--- config.mk ---
export PLATFORM = sky130hd
export DESIGN_NAME = irq_enable_priority_regs
export DESIGN_NICKNAME = d
export VERILOG_FILES = /design/src/irq_pkg.sv /design/src/irq_enable_priority_regs.sv /design/src/irq_lowest_pick.sv
export SDC_FILE = /design/constraint.sdc
export NUM_CORES = 1
export LEC_CHECK = 0
export ABC_AREA = 0
export BUFFER_PORTS_ARGS = -buffer_cell sky130_fd_sc_hd__buf_4
export CAP_MARGIN = 30
export CELL_PAD_IN_SITES_DETAIL_PLACEMENT = 0
export CELL_PAD_IN_SITES_GLOBAL_PLACEMENT = 2
export CORE_UTILIZATION = 28
export DETAILED_ROUTE_END_ITERATION = 6
export PLACE_DENSITY_LB_ADDON = 0.1
export SLEW_MARGIN = 15
export SYNTH_ARGS = -nofsm -noshare
export SYNTH_HDL_FRONTEND = slang
export SYNTH_SLANG_ARGS = --single-unit
--- constraint.sdc ---
create_clock -name clk_sys -period 1.5 [get_ports clk_sys]
set_input_delay 0.075 -clock clk_sys [delete_from_list [all_inputs] [get_ports clk_sys]]
set_output_delay 0.075 -clock clk_sys [all_outputs]
set_load 0.01 [all_outputs]
--- src/irq_pkg.sv ---
// constants and carrier types for the interrupt enable and priority bank
package irq_pkg;

  // ****************************************************
  // special function register addresses
  // ****************************************************
  localparam logic [7:0] ADDR_TIMER_CTRL = 8'h88;
  localparam logic [7:0] ADDR_EN_MAIN = 8'ha8;
  localparam logic [7:0] ADDR_EN_SECOND = 8'ha9;
  localparam logic [7:0] ADDR_PRIO_MAIN = 8'hb8;
  localparam logic [7:0] ADDR_PRIO_SECOND = 8'hb9;

  // ****************************************************
  // values after reset and writable bit masks
  // ****************************************************
  localparam logic [7:0] RESET_BYTE = 8'h00;
  localparam logic [7:0] MASK_EN_MAIN = 8'hff;
  localparam logic [7:0] MASK_EN_SECOND = 8'h0f;
  localparam logic [7:0] MASK_PRIO_MAIN = 8'h7f;
  localparam logic [7:0] MASK_PRIO_SECOND = 8'h0f;

  // ****************************************************
  // field positions
  // ****************************************************
  localparam int BIT_GLOBAL_EN = 7;
  localparam int BIT_EXT1_FLAG = 3;
  localparam int BIT_EXT0_FLAG = 1;
  localparam int BIT_PWM_EN = 1;
  localparam int MAIN_SRC_BITS = 7;
  localparam int SECOND_SRC_BITS = 4;

  // ****************************************************
  // sources in query order, lowest number served first within a level
  // ****************************************************
  localparam int NUM_SRC = 11;
  localparam int NUM_PERIPH = 9;
  localparam logic [3:0] SRC_EXT0 = 4'h0;
  localparam logic [3:0] SRC_TIMER0 = 4'h1;
  localparam logic [3:0] SRC_EXT1 = 4'h2;
  localparam logic [3:0] SRC_TIMER1 = 4'h3;
  localparam logic [3:0] SRC_SERIAL0 = 4'h4;
  localparam logic [3:0] SRC_TIMER2 = 4'h5;
  localparam logic [3:0] SRC_ADC = 4'h6;
  localparam logic [3:0] SRC_SERIAL1 = 4'h7;
  localparam logic [3:0] SRC_PWM = 4'h8;
  localparam logic [3:0] SRC_BASE_TIMER = 4'h9;
  localparam logic [3:0] SRC_EXT2 = 4'ha;

  // ****************************************************
  // carriers
  // ****************************************************
  typedef struct packed {
    logic [7:0] addr;
    logic wr;
    logic rd;
    logic [7:0] wdata;
  } sfr_req_t;

  typedef struct packed {
    logic req;
    logic high;
    logic [3:0] num;
  } irq_out_t;

endpackage : irq_pkg

--- src/irq_enable_priority_regs.sv ---
// interrupt enable, priority and external request flag registers
//
// What this block does
// global enable bit 7 of main enable register blocks every source when 0
// main enable bits 6..0: adc, timer2, serial0, timer1, ext1, timer0, ext0
// second enable bits 3..0: ext2, base timer, pwm, serial1; 7..4 reserved
// pwm overflow flag raises a request only while its enable is set
// main priority bits 6..0 select high per source; bit 7 reserved
// second priority bits 3..0 select high for ext2..serial1; 7..4 reserved
// ext1 flag at timer control bit 3 set by event, cleared on acknowledge
// ext0 flag at timer control bit 1 set by event, cleared on acknowledge
// a source requests only with both global and own enable set
// high level preempts low service; equal or lower waits for return
// equal-level simultaneous requests serve the smallest query number first
// reserved bits ignore writes and read back as zero
`timescale 1ns/1ps
`default_nettype none
module irq_enable_priority_regs (
  // clock and reset
  input wire logic clk_sys,
  input wire logic reset_n,
  // special function register access from the core
  input wire irq_pkg::sfr_req_t sfr_bus,
  output logic [7:0] sfr_rdata,
  // source events and flags
  input wire logic ext0_event,
  input wire logic ext1_event,
  input wire logic [irq_pkg::NUM_PERIPH-1:0] periph_flags,
  // request to the core
  output var irq_pkg::irq_out_t irq_out,
  output logic in_service_high,
  output logic in_service_low,
  // core handshake
  input wire logic irq_ack,
  input wire logic irq_reti
);
  import irq_pkg::*;

  // ****************************************************
  // state
  // ****************************************************
  logic [7:0] en_main_reg;
  logic [7:0] en_second_reg;
  logic [7:0] prio_main_reg;
  logic [7:0] prio_second_reg;
  logic ext0_request_flag_reg;
  logic ext1_request_flag_reg;
  logic in_svc_high_reg;
  logic in_svc_low_reg;
  logic [7:0] rdata_reg;
  irq_out_t irq_out_reg;

  logic ext0_flag_next;
  logic ext1_flag_next;
  logic in_svc_high_next;
  logic in_svc_low_next;
  logic [7:0] rdata_next;
  irq_out_t irq_out_next;

  // ****************************************************
  // address decode
  // ****************************************************
  logic hit_timer_ctrl;
  logic hit_en_main;
  logic hit_en_second;
  logic hit_prio_main;
  logic hit_prio_second;
  logic wr_timer_ctrl;

  // one wire per register
  assign hit_timer_ctrl = sfr_bus.addr == ADDR_TIMER_CTRL;
  assign hit_en_main = sfr_bus.addr == ADDR_EN_MAIN;
  assign hit_en_second = sfr_bus.addr == ADDR_EN_SECOND;
  assign hit_prio_main = sfr_bus.addr == ADDR_PRIO_MAIN;
  assign hit_prio_second = sfr_bus.addr == ADDR_PRIO_SECOND;
  assign wr_timer_ctrl = sfr_bus.wr && hit_timer_ctrl;

  // ****************************************************
  // external request flags
  // ****************************************************
  logic ack_ext0;
  logic ack_ext1;

  // the core takes the source shown on irq_out at the acknowledge
  assign ack_ext0 = irq_ack && irq_out_reg.req && irq_out_reg.num == SRC_EXT0;
  assign ack_ext1 = irq_ack && irq_out_reg.req && irq_out_reg.num == SRC_EXT1;

  // a fresh event wins over a write or acknowledge in the same cycle
  assign ext0_flag_next = ext0_event | (wr_timer_ctrl ?
    sfr_bus.wdata[BIT_EXT0_FLAG] : (ext0_request_flag_reg & ~ack_ext0));
  assign ext1_flag_next = ext1_event | (wr_timer_ctrl ?
    sfr_bus.wdata[BIT_EXT1_FLAG] : (ext1_request_flag_reg & ~ack_ext1));

  // ****************************************************
  // gating and priority split
  // ****************************************************
  logic global_irq_enable;
  logic [NUM_SRC-1:0] pend;
  logic [NUM_SRC-1:0] en_vec;
  logic [NUM_SRC-1:0] prio_vec;
  logic [NUM_SRC-1:0] armed;
  logic [NUM_SRC-1:0] high_pend;
  logic [NUM_SRC-1:0] low_pend;

  // peripheral flags in query order with the two held flags placed in
  assign pend = {periph_flags[8:2], periph_flags[1], ext1_request_flag_reg,
                 periph_flags[0], ext0_request_flag_reg};
  assign global_irq_enable = en_main_reg[BIT_GLOBAL_EN];
  // enable bits line up with query numbers in both registers
  assign en_vec = {en_second_reg[SECOND_SRC_BITS-1:0],
                   en_main_reg[MAIN_SRC_BITS-1:0]};
  assign prio_vec = {prio_second_reg[SECOND_SRC_BITS-1:0],
                     prio_main_reg[MAIN_SRC_BITS-1:0]};
  // both global and own enable are needed; pwm overflow joins here
  assign armed = pend & en_vec & {NUM_SRC{global_irq_enable}};
  assign high_pend = armed & prio_vec;
  assign low_pend = armed & ~prio_vec;

  // ****************************************************
  // selection within each level
  // ****************************************************
  logic high_found;
  logic low_found;
  logic [3:0] high_num;
  logic [3:0] low_num;

  // lowest query number wins within a level
  irq_lowest_pick u_high_pick (
    .pend (high_pend),
    .found (high_found),
    .num (high_num)
  );

  irq_lowest_pick u_low_pick (
    .pend (low_pend),
    .found (low_found),
    .num (low_num)
  );

  // ****************************************************
  // nesting decision
  // ****************************************************
  logic high_ok;
  logic low_ok;

  // high preempts low service; same level waits for the return
  assign high_ok = high_found && !in_svc_high_reg;
  assign low_ok = low_found && !in_svc_high_reg && !in_svc_low_reg;
  // the acknowledge cycle drops the request so it is not taken twice
  assign irq_out_next.req = !irq_ack && (high_ok || low_ok);
  assign irq_out_next.high = high_ok;
  assign irq_out_next.num = high_ok ? high_num : low_num;

  // in-service levels: acknowledge marks, return clears the upper one
  always_comb begin
    in_svc_high_next = in_svc_high_reg;
    in_svc_low_next = in_svc_low_reg;
    if (irq_reti) begin
      if (in_svc_high_reg) begin
        in_svc_high_next = 1'b0;
      end else begin
        in_svc_low_next = 1'b0;
      end
    end
    if (irq_ack && irq_out_reg.req) begin
      if (irq_out_reg.high) begin
        in_svc_high_next = 1'b1;
      end else begin
        in_svc_low_next = 1'b1;
      end
    end
  end

  // ****************************************************
  // read data
  // ****************************************************
  logic [7:0] timer_ctrl_view;

  // only the two request flags live here; the rest read as zero
  assign timer_ctrl_view = {4'h0, ext1_request_flag_reg, 1'b0,
                      ext0_request_flag_reg, 1'b0};

  // unmapped addresses and idle cycles return zero
  always_comb begin
    rdata_next = 8'h00;
    if (sfr_bus.rd) begin
      case (1'b1)
        hit_timer_ctrl: rdata_next = timer_ctrl_view;
        hit_en_main: rdata_next = en_main_reg;
        hit_en_second: rdata_next = en_second_reg;
        hit_prio_main: rdata_next = prio_main_reg;
        hit_prio_second: rdata_next = prio_second_reg;
        default: rdata_next = 8'h00;
      endcase
    end
  end

  // ****************************************************
  // registers
  // ****************************************************

  // software writable enables and priorities, reserved bits masked
  always_ff @(posedge clk_sys) begin
    if (!reset_n) begin
      en_main_reg <= RESET_BYTE;
      en_second_reg <= RESET_BYTE;
      prio_main_reg <= RESET_BYTE;
      prio_second_reg <= RESET_BYTE;
    end else if (sfr_bus.wr) begin
      if (hit_en_main) en_main_reg <= sfr_bus.wdata & MASK_EN_MAIN;
      if (hit_en_second) begin
        en_second_reg <= sfr_bus.wdata & MASK_EN_SECOND;
      end
      if (hit_prio_main) begin
        prio_main_reg <= sfr_bus.wdata & MASK_PRIO_MAIN;
      end
      if (hit_prio_second) begin
        prio_second_reg <= sfr_bus.wdata & MASK_PRIO_SECOND;
      end
    end
  end

  // flags, nesting state and outputs
  always_ff @(posedge clk_sys) begin
    if (!reset_n) begin
      ext0_request_flag_reg <= 1'b0;
      ext1_request_flag_reg <= 1'b0;
      in_svc_high_reg <= 1'b0;
      in_svc_low_reg <= 1'b0;
      rdata_reg <= RESET_BYTE;
      irq_out_reg <= '0;
    end else begin
      ext0_request_flag_reg <= ext0_flag_next;
      ext1_request_flag_reg <= ext1_flag_next;
      in_svc_high_reg <= in_svc_high_next;
      in_svc_low_reg <= in_svc_low_next;
      rdata_reg <= rdata_next;
      irq_out_reg <= irq_out_next;
    end
  end

  assign sfr_rdata = rdata_reg;
  assign irq_out = irq_out_reg;
  assign in_service_high = in_svc_high_reg;
  assign in_service_low = in_svc_low_reg;

  // ****************************************************
  // assertions
  // ****************************************************

  a_global_gate: assert property (
    @(posedge clk_sys) disable iff (!reset_n)
    !en_main_reg[BIT_GLOBAL_EN] |=> !irq_out_reg.req)
    else $error("request raised with global enable clear");

  a_main_readback: assert property (
    @(posedge clk_sys) disable iff (!reset_n)
    (sfr_bus.rd && hit_en_main) |=> sfr_rdata == $past(en_main_reg))
    else $error("main enable read mismatch");

  a_second_reserved: assert property (
    @(posedge clk_sys) disable iff (!reset_n)
    en_second_reg[7:4] == 4'h0)
    else $error("second enable reserved bits set");

  a_pwm_gate: assert property (
    @(posedge clk_sys) disable iff (!reset_n)
    (irq_out_reg.req && irq_out_reg.num == SRC_PWM)
      |-> $past(en_second_reg[BIT_PWM_EN]))
    else $error("pwm request without its enable");

  a_prio_reserved: assert property (
    @(posedge clk_sys) disable iff (!reset_n)
    !prio_main_reg[7])
    else $error("main priority reserved bit set");

  a_second_prio_read: assert property (
    @(posedge clk_sys) disable iff (!reset_n)
    (sfr_bus.rd && hit_prio_second) |=> sfr_rdata[7:4] == 4'h0
      && sfr_rdata[3:0] == $past(prio_second_reg[3:0]))
    else $error("second priority read mismatch");

  a_ext1_clear: assert property (
    @(posedge clk_sys) disable iff (!reset_n)
    (ack_ext1 && !ext1_event && !wr_timer_ctrl) |=> !ext1_request_flag_reg)
    else $error("ext1 flag not cleared on acknowledge");

  a_ext0_set: assert property (
    @(posedge clk_sys) disable iff (!reset_n)
    ext0_event |=> ext0_request_flag_reg ##1 1'b1)
    else $error("ext0 flag not set by event");

  a_source_gate: assert property (
    @(posedge clk_sys) disable iff (!reset_n)
    irq_out_reg.req |-> $past(armed) != '0)
    else $error("request without any armed source");

  a_high_block: assert property (
    @(posedge clk_sys) disable iff (!reset_n)
    in_svc_high_reg |=> !irq_out_reg.req)
    else $error("request raised during high service");

  a_high_first: assert property (
    @(posedge clk_sys) disable iff (!reset_n)
    (high_found && low_found && !in_svc_high_reg && !irq_ack)
      |=> irq_out_reg.req && irq_out_reg.high)
    else $error("low level chosen over high");

  a_query_order: assert property (
    @(posedge clk_sys) disable iff (!reset_n)
    (low_pend[SRC_EXT0] && !high_found && !in_svc_low_reg
      && !in_svc_high_reg && !irq_ack) |=> irq_out_reg.num == SRC_EXT0)
    else $error("lowest query number not served first");

  a_timer_ctrl_reserved: assert property (
    @(posedge clk_sys) disable iff (!reset_n)
    (sfr_bus.rd && hit_timer_ctrl) |=> (sfr_rdata & 8'hf5) == 8'h00)
    else $error("timer control reserved bits read nonzero");

endmodule : irq_enable_priority_regs
`default_nettype wire

--- src/irq_lowest_pick.sv ---
// picks the lowest-numbered pending source of one priority level
`timescale 1ns/1ps
`default_nettype none
module irq_lowest_pick (
  // pending sources
  input wire logic [irq_pkg::NUM_SRC-1:0] pend,
  // winner
  output logic found,
  output logic [3:0] num
);
  import irq_pkg::*;

  logic [NUM_SRC-1:0] onehot;

  // a bit wins when no lower-numbered bit is pending
  assign onehot[0] = pend[0];
  genvar g;
  generate
    for (g = 1; g < NUM_SRC; g++) begin : g_win
      assign onehot[g] = pend[g] & ~(|pend[g-1:0]);
    end
  endgenerate

  assign found = |pend;

  // encode the single winning bit
  always_comb begin
    num = 4'h0;
    for (int i = 0; i < NUM_SRC; i++) begin
      if (onehot[i]) begin
        num = 4'(i);
      end
    end
  end

endmodule : irq_lowest_pick
`default_nettype wire

==> key figures, run 1 <==
Timing
  – Final setup violation count: 5
  – Setup Skew: 6.205 ps
  – Peak Freq: 647.9 MHz
  – Slew Limit Headroom: 73.15%
  – Final Max Slew Viols: 0
  – Hold Violations, Final: 0
  – Setup TNS: -119.3 ps
  – Post-route setup slack: -43.37 ps
  – Final period util: 102.9%
  – Worst-margin pin slew: 402.2 ps
  – Fin crit period: 1543 ps
  – WHS: 44.46 ps
  – RSZ-0062 raised after global routing: yes

Placement
  – HPWL Detailed: 5676 um
  – Input/output buffers: 48
  – Final Wtd Congestion: 0.8222
  – Placed cells: 430
  – Setup slack at placement: -156.4 ps

Yosys
  – Yosys reg bits: 41
  – Synth Flop Type: dfxtp_1
  – Leading post-synthesis cells by cell area: dfxtp_1 (38%), nand2_1 (6.7%), nand3_1 (5.3%)
  – Synthesized area: 2180 um2
  – Post-synth top area cell: dfxtp_1
  – Ys async rst share: 0%
  – Synth warn: 0
  – Post-synth EDFFs: 0
  – Syn nets: 288
  – Avg Cell Area, Syn: 8.547 um2
  – Sequential area share after synthesis: 37.66%
  – Yosys top cell area share: 37.66%
  – Synth unique cells: 45
  – Cells after Synth: 255

Global route
  – Grt ovf: 0
  – Pin count of the biggest net entering global routing: 20
  – Initial antenna violation count: 0
  – Vias in the first global route: 2137
  – Gr usage total: 18.34%
  – First-pass GRT wire length: 11560 um

Pwr
  – Power Dens Cells: 643.2 nW/um2
  – Lkg Pwr: 1.328 nW
  – Worst VDD drop: 0.4249 mV

Cells and area
  – Nets: 382
  – Share of the core filled with cells: 43.02%
  – Synthesis-to-layout area growth: 45.46%
  – Share of layout cells above drive strength 1: 34.67%
  – Antenna diodes: 0
  – Non-filler instance count after layout: 448

Drt
  – Total number of vias: 2245
  – 1st-iter DRT viols: 78
  – WL final: 7369 um
  – ANT nets after route: 0
  – Via-to-Cell Ratio: 5.011
  – WL/cell: 16.45 um
  – DR pass1 iterations: 4
  – DRC: 0

Clock tree
  – Skew-Pair Late Insertion Delay: 290 ps
  – Clock Tree Buf Depth: 2
  – CTS sink count: 41
  – CTS tree: done
  – Clock transition at path regs: 80 ps
  – H-tree Lvls: 2
  – Clock Tree Root: clkbuf_8
  – Num CTS Buffers: 5

Die
  – Full die area: 8141 um2
  – Die Y: 90.23 um
  – Core Area: 7370 um2
  – FP Rows: 31
  – Initial Utilization: 29.58%
  – Width of the die: 90.23 um
  – Ports: 49

Critical path
  – Worst endpoint required time: 1680 ps
  – Critical path type: flip-flop to flip-flop
  – Reg-to-Reg End: irq_out[1]
  – FF-to-FF setup slack: -40 ps
  – Worst Setup Start Kind: flip-flop
  – CP Max Fanout: 6
  – Reg2Reg Depth: 6
  – R2r startpoint: en_main_reg[7]
  – Critical path endpoint category: flip-flop
  – Arr. time, crit path: 1720 ps

Min path
  – Hold WC Path Type: input pin to flip-flop
  – Hold Path Origin: sfr_bus[7]
  – Worst Hold End: en_main_reg[7]
  – Hold depth: 3

Run
  – Max-cap violation count: 0

Outcome
  – Failing checks: negative setup slack
  – Status: finished, violations left
[cell usage after synthesis (2+ instances only)]
cell and number:
dfxtp_1 41, nand2_1 39, nand3_1 23, nand4_1 13
a21boi_1 10, a21oi_1 9, nand4b_1 8, nor2_1 8
nor2b_1 8, o21ai_0 8, a21boi_0 7, a22oi_1 7
inv_1 7, mux2i_1 7, clkbuf_1 6, a31oi_1 5
a32oi_1 4, buf_4 4, nand2b_1 4, o21a_1 4
and4_1 3, and4b_1 3, and2_1 2, and3_1 2
nor4_2 2, nor4_4 2
[stage by stage]
| stage | power (mW) | cell area, um2 |
|---|---|---|
| floorplan | 1.185 | 2182 |
| detailed placement | 1.307 | 2923 |
| global route | 2.138 | 3171 |
| finish | 2.039 | 3171 |
| CTS | 2.075 | 3090 |
| global placement | 1.308 | 2923 |
[metal layers]
layer  routed length (um)  track usage [%]  up-vias
met2                 3372            29.52       55
met5                    0                0        -
met1                 3653            25.40     1048
li1                     -                -     1138
met3                  307            3.469        4
met4                   36            3.898        0
[kinds of logic after synthesis]
| kind of cell | Yosys count | synth area share (%) |
|---|---|---|
| compound gates | 60 | 19.23 |
| buf+inv | 20 | 4.535 |
| flops | 41 | 37.66 |
| mux | 7 | 3.215 |
| simple gates | 127 | 35.36 |
[cell type report]
type | count | area (um2)
clock buffers | 6 | 82.58
repair buffers | 99 | 809.5
flip-flops and latches | 41 | 824.5
clock inverters | 1 | 7.507
fillers | 785 | 4199
multi-input cells | 194 | 1292
well taps | 99 | 123.9
inverters | 8 | 30.03
[layout by cell type (no fill, tap or decap), types with 2 or more instances in the layout]
cell type  Yosys  routed
nand2b_1       4       4
and2_1         2       2
o21ai_0        8       5
nand2_1       39      39
nor4_4         2       2
nand4b_1       8       8
nor2_1         8       8
nor4_2         2       2
a31oi_1        5       5
buf_4          4      93
clkbuf_16      0       2
o21a_1         4       4
nand4_1       13      13
o21ai_1        0       3
a32oi_1        4       4
a21boi_0       7       6
a21oi_1        9       9
and4b_1        3       3
buf_12         0       2
and4_4         0       2
a22oi_1        7       7
dfxtp_1       41      40
nor2b_1        8       8
a21boi_1      10      11
clkbuf_8       0       6
nand3_1       23      23
mux2i_1        7       7
inv_1          7       7
[power breakdown]
part	switching (mW)	total [mW]	internal (mW)
registers	0.00553	1.10	1.09
logic	0.0927	0.187	0.0941
clock network	0.392	0.757	0.365
[worst max-delay path by stage]
| stage | startpoint | end | slack [ps] | depth (start not counted) |
|---|---|---|---|---|
| 2_1_floorplan | en_main_reg[7] | irq_out[1] | 2 | 6 |
| 3_3_place_gp | en_main_reg[7] | irq_out[2] | -130 | 6 |
| 3_5_place_dp | en_main_reg[7] | irq_out[2] | -160 | 6 |
| 4_1_cts | en_main_reg[7] | irq_out[5] | -20 | 6 |
| 5_1_grt | en_main_reg[7] | irq_out[1] | -150 | 6 |
| 6_report | en_main_reg[7] | irq_out[1] | -40 | 6 |
[worst max-delay path: stages, from the launching register on]
cell	delay, ps
dfxtp_4	420
buf_4	150
nand4b_1	110
and2b_2	250
nand4_1	160
nor2b_1	70
o311a_1	290
[timing repair]
item | 4_1_cts | 5_1_grt
setup endpoints to repair | 6 | 7
cloned | 0 | 2
pin swaps | 4 | 7
hold buffers | 1 | 0
hold endpoints to repair | 1 | 0
buffers inserted | 5 | 3
resized for setup | 8 | 8
Note: power is estimated with default switching activity, not from simulation.
==> inputs of run 2 (changes only) <==
- SKIP_CTS_REPAIR_TIMING: unset -> 1
==> key figures, run 2 (synthesis gave the netlist of run 1 again) <==
Pwr
  – Lkg Pwr: 1.308 nW (-1.5%)
  – Worst VDD drop: 0.4268 mV (+0.44%)
  – Power Dens Cells: 651.4 nW/um2 (+1.3%)

Die
  – FP Rows: 31 (unchanged)
  – Die Y: 90.23 um (unchanged)
  – Width of the die: 90.23 um (unchanged)
  – Initial Utilization: 29.58% (unchanged)
  – Ports: 49 (unchanged)
  – Full die area: 8141 um2 (unchanged)
  – Core Area: 7370 um2 (unchanged)

Clock tree
  – Skew-Pair Late Insertion Delay: 290 ps (about the same)
  – Clock Tree Root: clkbuf_8
  – Clock transition at path regs: 80 ps (about the same)
  – Clock Tree Buf Depth: 2 (unchanged)
  – Num CTS Buffers: 5 (unchanged)
  – CTS sink count: 41 (unchanged)
  – CTS tree: done
  – H-tree Lvls: 2 (unchanged)

Cells and area
  – Most common cell after layout, fill and taps aside: buf_4
  – Nets: 379 (-0.79%)
  – Share of layout cells above drive strength 1: 34.10% (-0.57 points)
  – Antenna diodes: 0 (unchanged)
  – Synthesis-to-layout area growth: 43.63%
  – Commonest non-fill, non-tap cells in the layout: buf_4 (91), dfxtp_1 (40), nand2_1 (39), nand3_1 (23), nand4_1 (13)

Placement
  – Final Wtd Congestion: 0.8222 (unchanged)
  – Input/output buffers: 48 (unchanged)
  – HPWL Detailed: 5676 um (unchanged)

Timing
  – WHS: 43.55 ps (-0.9152 ps)
  – Fin crit period: 1558 ps (+14.69 ps)
  – Final Max Slew Viols: 0 (unchanged)
  – Hold Violations, Final: 0 (unchanged)
  – Final setup violation count: 5 (unchanged)
  – Setup Skew: 5.213 ps (-0.9922 ps)
  – Peak Freq: 641.8 MHz (-0.94%)
  – Setup TNS: -175.3 ps (-56.05 ps)
  – Final period util: 103.9% (+0.98 points)
  – Slew Limit Headroom: 73.31% (+0.16 points)
  – Worst-margin pin slew: 399.8 ps (-2.459 ps)
  – RSZ-0062 raised after global routing: yes
  – Post-route setup slack: -58.06 ps (-14.69 ps)

Critical path
  – Worst endpoint required time: 1680 ps (about the same)
  – CP Max Fanout: 8 (+2)
  – Worst Setup Start Kind: flip-flop
  – Reg-to-Reg End: irq_out[1]
  – Arr. time, crit path: 1740 ps (+20 ps)
  – FF-to-FF setup slack: -60 ps (about the same)
  – Critical path type: flip-flop to flip-flop
  – Critical path endpoint category: flip-flop
  – Reg2Reg Depth: 5 (-1)
  – R2r startpoint: en_main_reg[7]

Outcome
  – Failing checks: negative setup slack
  – Status: finished, violations left

Min path
  – Worst Hold End: en_main_reg[7]
  – Hold depth: 3 (unchanged)
  – Hold WC Path Type: input pin to flip-flop
  – Hold Path Origin: sfr_bus[7]

Drt
  – Total number of vias: 2254 (+0.40%)
  – DRC: 0 (unchanged)
  – ANT nets after route: 0 (unchanged)
  – WL/cell: 16.49 um (+0.22%)
  – WL final: 7336 um (-0.45%)
  – 1st-iter DRT viols: 70 (-10%)
  – Via-to-Cell Ratio: 5.065 (+1.1%)
  – DR pass1 iterations: 4 (unchanged)

Global route
  – Initial antenna violation count: 0 (unchanged)
  – Pin count of the biggest net entering global routing: 20 (unchanged)
  – First-pass GRT wire length: 11470 um (-0.78%)
  – Gr usage total: 18.23% (-0.11 points)
  – Grt ovf: 0 (unchanged)
  – Vias in the first global route: 2103 (-1.6%)

Run
  – Max-cap violation count: 0 (unchanged)
## run 2: final cells by class
cell class	count	area, um2
inverter	8	30.03
fill	782	4239
clock buffer	6	82.58
multi-input combinational	194	1292
clock inverter	1	7.507
tap	99	123.9
sequential	41	824.5
timing repair buffer	96	769.5
## run 2: layer usage
layer  vias up  wire length, um  GRT usage [%]
met3         6              336          3.553
met1      1060             3592          25.61
met5         -                0              0
met4         0               52          3.898
li1       1131                -              -
met2        57             3354          28.82
## run 2: per-stage QoR
stage | util (%) | setup WS (ps) | instances | power (mW) | area [um2]
CTS | 40.88 | -165.2 | 437 | 2.074 | 3013
global route | 42.48 | -153.6 | 445 | 2.138 | 3131
finish | 42.48 | -58.06 | 445 | 2.039 | 3131
global placement | 39.66 | -128.1 | 430 | 1.308 | 2923
floorplan | - | 1.835 | 255 | 1.185 | 2182
detailed placement | 39.66 | -156.4 | 430 | 1.307 | 2923
## run 2: critical path: stages, from the launching register on
cell and delay, ps:
dfxtp_4 390, clkbuf_16 160, nand4_1 120, and4_1 280, a31oi_4 130, o311a_1 370
## run 2: power by group
group	leakage, nW	switching (mW)	internal (mW)	total, mW
Sequential	0.332	0.00565	1.09	1.10
Combinational	0.933	0.0927	0.0939	0.187
Clock	0.0433	0.393	0.364	0.757
Total	1.31	0.491	1.55	2.04
## run 2: worst max path at each step
stage	slack [ps]	endpoint	cells after the start	startpoint
after floorplan	2	irq_out[1]	6	en_main_reg[7]
after global placement	-130	irq_out[2]	6	en_main_reg[7]
after detailed placement	-160	irq_out[2]	6	en_main_reg[7]
after CTS	-170	irq_out[2]	6	en_main_reg[7]
after global routing	-150	irq_out[5]	6	en_main_reg[7]
final	-60	irq_out[1]	5	en_main_reg[7]
